--- config.mk ---
export PLATFORM = sky130hd
export DESIGN_NAME = qdac_serial_load
export DESIGN_NICKNAME = d
export VERILOG_FILES = /design/src/verilog/qdac_pkg.sv /design/src/verilog/qdac_pin_sync.sv /design/src/verilog/qdac_serial_load.sv
export VERILOG_INCLUDE_DIRS = /design/src /design/src/verilog
export SDC_FILE = /design/constraint.sdc
export NUM_CORES = 1
export LEC_CHECK = 0
export BUFFER_PORTS_ARGS = -buffer_cell sky130_fd_sc_hd__buf_2
export CAP_MARGIN = 20
export CORE_MARGIN = 3
export CORE_UTILIZATION = 34
export CTS_BUF_LIST = sky130_fd_sc_hd__clkbuf_8
export DETAILED_ROUTE_END_ITERATION = 12
export SETUP_SLACK_MARGIN = 0.2
export SYNTH_ARGS = -nofsm -noshare
export SYNTH_HDL_FRONTEND = slang
export SYNTH_HIERARCHICAL = 1
export SYNTH_SLANG_ARGS = --single-unit
--- constraint.sdc ---
create_clock -name mclk -period 2.1 [get_ports mclk]
set_input_delay 0.315 -clock mclk [delete_from_list [all_inputs] [get_ports mclk]]
set_output_delay 0.315 -clock mclk [all_outputs]
set_load 0.01 [all_outputs]
--- src/verilog/qdac_defines.svh ---
`ifndef QDAC_DEFINES_SVH
`define QDAC_DEFINES_SVH

`define QDAC_FRAME_BITS   18
`define QDAC_CODE_BITS    16
`define QDAC_CH_COUNT     4
`define QDAC_ADDR_HI_POS  17
`define QDAC_ADDR_LO_POS  16
`define QDAC_CODE_ZERO    16'h0000
`define QDAC_CODE_HALF    16'h8000

`endif

--- src/verilog/qdac_pkg.sv ---
package qdac_pkg;

  typedef logic [15:0] qdac_code_t;
  typedef logic [1:0]  qdac_chan_t;

  typedef enum logic [1:0] {
    QDAC_ST_IDLE  = 2'b01,
    QDAC_ST_FRAME = 2'b10
  } qdac_state_t;

endpackage

--- src/verilog/qdac_pin_sync.sv ---
`timescale 1ns/1ns
// two-stage synchroniser per bit, with rise detect on the stable stage
module qdac_pin_sync #(
  parameter int WIDTH = 1
) (
  input  wire logic             mclk,
  input  wire logic [WIDTH-1:0] async_in,
  input  wire logic [WIDTH-1:0] init_val,
  input  wire logic             srst,
  output logic      [WIDTH-1:0] sync_out,
  output logic      [WIDTH-1:0] rise
);

  logic [WIDTH-1:0] meta_r;
  logic [WIDTH-1:0] stab_r;
  logic [WIDTH-1:0] prev_r;

  genvar gi;
  generate
    for (gi = 0; gi < WIDTH; gi++) begin : g_bit
      always_ff @(posedge mclk) begin
        meta_r[gi] <= async_in[gi];
        stab_r[gi] <= meta_r[gi];
        if (srst) begin
          prev_r[gi] <= init_val[gi];
        end else begin
          prev_r[gi] <= stab_r[gi];
        end
      end
      assign sync_out[gi] = stab_r[gi];
      assign rise[gi]     = stab_r[gi] & ~prev_r[gi];
    end
  endgenerate

endmodule // qdac_pin_sync

--- src/verilog/qdac_serial_load.sv ---
`timescale 1ns/1ns
// Operation
// 18-bit frame, address then code, MSB first
// shift one bit per clock rise while selected
// no shift when deselected or clock steady
// only last 18 bits used at deselect
// deselect edge writes code to input register
// address bits pick channel one to four
// low load strobe makes outputs transparent
// preset with level zero forces 0000h
// preset with level high forces 8000h
// load strobe updates all outputs together
// preset acts without serial clock
// reset sets registers by level select
// held preset overrides any load
`include "qdac_defines.svh"

module qdac_serial_load #(
  parameter int CH_COUNT = `QDAC_CH_COUNT
) (
  input  wire logic                                  mclk,
  input  wire logic                                  srst,
  input  wire logic                                  sclk,
  input  wire logic                                  cs_n,
  input  wire logic                                  sdi,
  input  wire logic                                  load_outputs_strobe_n,
  input  wire logic                                  preset_n,
  input  wire logic                                  preset_level,
  output logic       [CH_COUNT*`QDAC_CODE_BITS-1:0]  input_regs,
  output logic       [CH_COUNT*`QDAC_CODE_BITS-1:0]  dac_regs,
  output logic                                       frame_active
);

  ////////////////////////////////////////////////////////////////////////////
  // pin synchronisers

  localparam int NPIN = 6;

  logic [NPIN-1:0] pin_raw;
  logic [NPIN-1:0] pin_init;
  logic [NPIN-1:0] pin_s;
  logic [NPIN-1:0] pin_rise;

  assign pin_raw  = {preset_level, preset_n, load_outputs_strobe_n, sdi, cs_n, sclk};
  assign pin_init = 6'h3F;

  qdac_pin_sync #(
    .WIDTH    (NPIN)
  ) u_sync (
    .mclk     (mclk),
    .async_in (pin_raw),
    .init_val (pin_init),
    .srst     (srst),
    .sync_out (pin_s),
    .rise     (pin_rise)
  );

  logic s_cs_n;
  logic s_sdi;
  logic s_load_outputs_strobe_n_n;
  logic s_preset_n;
  logic s_level;
  logic sclk_rise;
  logic cs_rise;

  assign sclk_rise  = pin_rise[0];
  assign s_cs_n     = pin_s[1];
  assign cs_rise    = pin_rise[1];
  assign s_sdi      = pin_s[2];
  assign s_load_outputs_strobe_n_n   = pin_s[3];
  assign s_preset_n = pin_s[4];
  assign s_level    = pin_s[5];

  ////////////////////////////////////////////////////////////////////////////
  // frame state and shift register

  qdac_pkg::qdac_state_t               state_r;
  qdac_pkg::qdac_state_t               state_nxt;
  logic [`QDAC_FRAME_BITS-1:0]         shift_r;
  logic [`QDAC_FRAME_BITS-1:0]         shift_nxt;
  logic                                wr_stb;
  qdac_pkg::qdac_chan_t                wr_chan;
  qdac_pkg::qdac_code_t                wr_code;

  always_comb begin
    state_nxt = state_r;
    shift_nxt = shift_r;
    wr_stb    = 1'b0;
    case (state_r)
      qdac_pkg::QDAC_ST_IDLE: begin
        if (!s_cs_n) begin
          state_nxt = qdac_pkg::QDAC_ST_FRAME;
        end
      end
      qdac_pkg::QDAC_ST_FRAME: begin
        // shift on sclk rise
        // held otherwise
        if (!s_cs_n && sclk_rise) begin
          // msb first
          // keep last bits
          shift_nxt = {shift_r[`QDAC_FRAME_BITS-2:0], s_sdi};
        end
        if (cs_rise) begin
          // write strobe at deselect
          wr_stb    = 1'b1;
          state_nxt = qdac_pkg::QDAC_ST_IDLE;
        end
      end
      default: begin
        state_nxt = qdac_pkg::QDAC_ST_IDLE;
      end
    endcase
  end

  // address decode
  assign wr_chan = {shift_r[`QDAC_ADDR_HI_POS], shift_r[`QDAC_ADDR_LO_POS]};
  assign wr_code = shift_r[`QDAC_CODE_BITS-1:0];

  always_ff @(posedge mclk) begin
    if (srst) begin
      state_r <= qdac_pkg::QDAC_ST_IDLE;
      shift_r <= '0;
    end else begin
      state_r <= state_nxt;
      shift_r <= shift_nxt;
    end
  end

  ////////////////////////////////////////////////////////////////////////////
  // input and output registers

  logic                                 init_r;
  logic                                 init_nxt;
  logic                                 frame_active_nxt;
  logic [CH_COUNT*`QDAC_CODE_BITS-1:0]  in_nxt;
  logic [CH_COUNT*`QDAC_CODE_BITS-1:0]  dac_nxt;
  qdac_pkg::qdac_code_t                 preset_code;
  logic                                 force_preset;

  // zero code
  // half-scale code
  assign preset_code  = s_level ? `QDAC_CODE_HALF : `QDAC_CODE_ZERO;
  // level-driven, no sclk needed
  // first cycle after reset presets
  assign force_preset = !s_preset_n || init_r;

  ////////////////////////////////////////////////////////////////////////////
  // per-channel next values

  genvar ci;
  generate
    for (ci = 0; ci < CH_COUNT; ci++) begin : g_ch
      qdac_pkg::qdac_code_t  ch_in_cur;
      qdac_pkg::qdac_code_t  ch_dac_cur;
      qdac_pkg::qdac_code_t  ch_in_nxt;
      qdac_pkg::qdac_code_t  ch_dac_nxt;
      logic                  ch_hit;

      assign ch_in_cur  = input_regs[ci*`QDAC_CODE_BITS +: `QDAC_CODE_BITS];
      assign ch_dac_cur = dac_regs[ci*`QDAC_CODE_BITS +: `QDAC_CODE_BITS];
      // selected channel only
      assign ch_hit     = wr_stb && (int'(wr_chan) == ci);

      always_comb begin
        ch_in_nxt  = ch_in_cur;
        ch_dac_nxt = ch_dac_cur;
        // preset wins
        if (force_preset) begin
          ch_in_nxt  = preset_code;
          ch_dac_nxt = preset_code;
        end else begin
          if (ch_hit) begin
            ch_in_nxt = wr_code;
          end
          // transparent while strobe low
          // all channels at once
          if (!s_load_outputs_strobe_n_n) begin
            ch_dac_nxt = ch_in_cur;
          end
        end
      end

      assign in_nxt[ci*`QDAC_CODE_BITS +: `QDAC_CODE_BITS]  = ch_in_nxt;
      assign dac_nxt[ci*`QDAC_CODE_BITS +: `QDAC_CODE_BITS] = ch_dac_nxt;
    end
  endgenerate

  ////////////////////////////////////////////////////////////////////////////
  // register stage

  // init lasts one cycle after reset
  always_comb begin
    init_nxt         = 1'b0;
    frame_active_nxt = (state_nxt == qdac_pkg::QDAC_ST_FRAME);
  end

  always_ff @(posedge mclk) begin
    if (srst) begin
      init_r       <= 1'b1;
      input_regs   <= '0;
      dac_regs     <= '0;
      frame_active <= 1'b0;
    end else begin
      init_r       <= init_nxt;
      input_regs   <= in_nxt;
      dac_regs     <= dac_nxt;
      frame_active <= frame_active_nxt;
    end
  end

endmodule // qdac_serial_load

==> results.yml <==
global_routing:
  overflow: 0
  grt_pass1_vias: 4233
  grt_max_degree: 49
  antenna_found_initial: 0
  grt_pass1_wl_um: 22400
  grt_usage_pct: 15.2
pwr:
  p_leak_nw: 3.03
  internal-power_mw: 4.53
  switchingPower_mw: 1.30
  p_clk_share_pct: 40.3
  p_total_mw: 5.82
  p_per_area_nw_per_um2: 819
  ir_drop_mv: 0.449
  sequentialPowerShare_pct: 54.8
  swShare_pct: 22.3
  combPwrFrac_pct: 4.9
cts:
  tritoncts: "built"
  worstSkewPairLatency_ns: 0.44
  cts.sink_count: 164
  cts_setup_buffers: 0
  root_buffer: "clkbuf_8"
  cts.path.max_buffers: 2
  cts.clk_slew.worst_paths_ns: 0.08
  cts_buffers: 17
  cts-htree-levels: 4
setup_path:
  setup.worst_path.class: "reg -> reg"
  r2r-end: "input_regs[31]"
  r2r_cells: 4
  end_kind: "flip-flop"
  startpoint_type: "flip-flop"
  reg2reg_slack_ns: 0.42
  crit_arrival_ns: 1.99
  critical_path_required_ns: 2.41
  critPathLaunch: "u_sync/sync_out[1]"
  cp_max_fo: 16
  r2r_start: "u_sync/sync_out[1]"
synthesis:
  synth_area_sq_um: 5840
  yosys_warnings: 6
  synthCells: 614
  synth.avg_cell_area_sq_um: 9.52
sta:
  setup_viol: 0
  worst_pin_slew_ns: 0.518
  setup_ws_ns: 0.424
  hold_violations: 0
  slew_viol_final: 0
  rsz0062_at_grt: "no"
  final.setup_skew_ns: 0.0110
  slew-limit-headroom_pct: 65.5
  fmax_mhz: 597
  tns_ns: 0
  fin_crit_sh_pct: 79.8
  finalCriticalPeriod_ns: 1.68
routing:
  wl_per_cell_um: 14.4
  first_iter_violations: 247
  viasPerCell: 4.61
  dr.pass1.iters: 4
  ant_nets: 0
  drc_errors: 0
  vias: 4510
  wl_um: 14100
floorplan:
  dieArea_sq_um: 18800
  rows: 47
  floorplan.initialDensity_pct: 35.0
  die_x_um: 137
  die_h_um: 137
  pin_count: 137
  core-area_sq_um: 16700
cells_and_area:
  syn_to_final_growth_pct: 21.7
  fin_nets: 758
  seqCellArea_sq_um: 3290
  fin_cells: 979
  fill_cells: 1737
  drive_gt1_share_pct: 26.6
  n_antenna_cell: 0
  multi_input_area_sq_um: 2240
placement:
  portBuffers: 136
  hpwl_um: 9600
  dpl.cell_count: 942
  preCtsSetupSlack_ns: 0.230
  place_congestion: 0.768
run:
  maxCapViolations: 0
hold_path:
  hold_path_class: "in -> reg"
  hold_path_depth: 2
  hold-path-endpoint: "init_r"
  min_from: "srst"
outcome:
  status: "finished, final reports clean"
-- power by group through the flow --
stage	combinational [mW]	sequential, mW	clock (mW)
after floorplan	0.214	3.26	0
after global placement	0.280	3.26	0
final	0.286	3.19	2.35
after global routing	0.320	3.20	2.56
after detailed placement	0.281	3.26	0
after CTS	0.291	3.19	2.43
-- through the flow --
stage	cell area (sq um)	util, %	hold WS (ns)
after floorplan	5850	-	0.310
after global placement	6640	39.7	0.312
after detailed placement	6640	39.7	0.312
after CTS	7110	42.6	0.235
after global routing	7110	42.6	0.242
final	7110	42.6	0.269
-- per-layer routing --
| metal | vias up | share of wire [%] | routed length, um | track usage, % |
|---|---|---|---|---|
| li1 | 2274 | - | - | - |
| met1 | 2107 | 46 | 6460 | 19.6 |
| met2 | 106 | 47 | 6710 | 24.5 |
| met3 | 23 | 4.9 | 692 | 4.23 |
| met4 | 0 | 1.9 | 273 | 5.49 |
| met5 | - | 0 | 0 | 0 |
-- how the worst max path moves through the flow --
stage	endpoint	slack, ns
floorplan	input_regs[6]	0.69
global placement	input_regs[31]	0.34
detailed placement	input_regs[31]	0.23
CTS	input_regs[31]	0.20
global route	input_regs[27]	0.24
finish	input_regs[31]	0.42
-- layout make-up --
cell class | instances | share of cell area, %
well taps | 220 | 3.87
inverters | 2 | 0.106
repair buffers | 157 | 12.5
clock inverters | 11 | 1.92
flip-flops and latches | 164 | 46.2
multi-input cells | 405 | 31.5
clock buffers | 20 | 3.87
-- layout by cell type (no fill, tap or decap), types with 6 or more instances in the layout --
cell type / instances
dfxtp_1: 163
a21oi_2: 10
a21oi_1: 72
buf_2: 136
dlygate4sd3_1: 6
nor2_1: 61
clkbuf_8: 20
buf_4: 12
nand2_1: 161
mux2i_1: 64
-- sequential cells by signal, indices dropped and copies added (netlist names) --
name,count
u_sync/prev_r,2
shift_r,18
dac_regs,64
state_r,2
u_sync/sync_out,6
init_r,1
frame_active,1
input_regs,64
u_sync/meta_r,6
-- what timing repair did --
action | CTS | global route
endpoints found under the setup margin | 0 | 50
hold endpoints to repair | 6 | 0
resized for setup | 0 | 1
hold buffers | 6 | 0
-- worst max-delay path: stages (launching register included) --
cell and delay, ns:
dfxtp_1 0.41, nor2b_2 0.40, nand4b_2 0.46, nand2_1 0.19, a31oi_1 0.09
(Power assumes the default switching activity.)
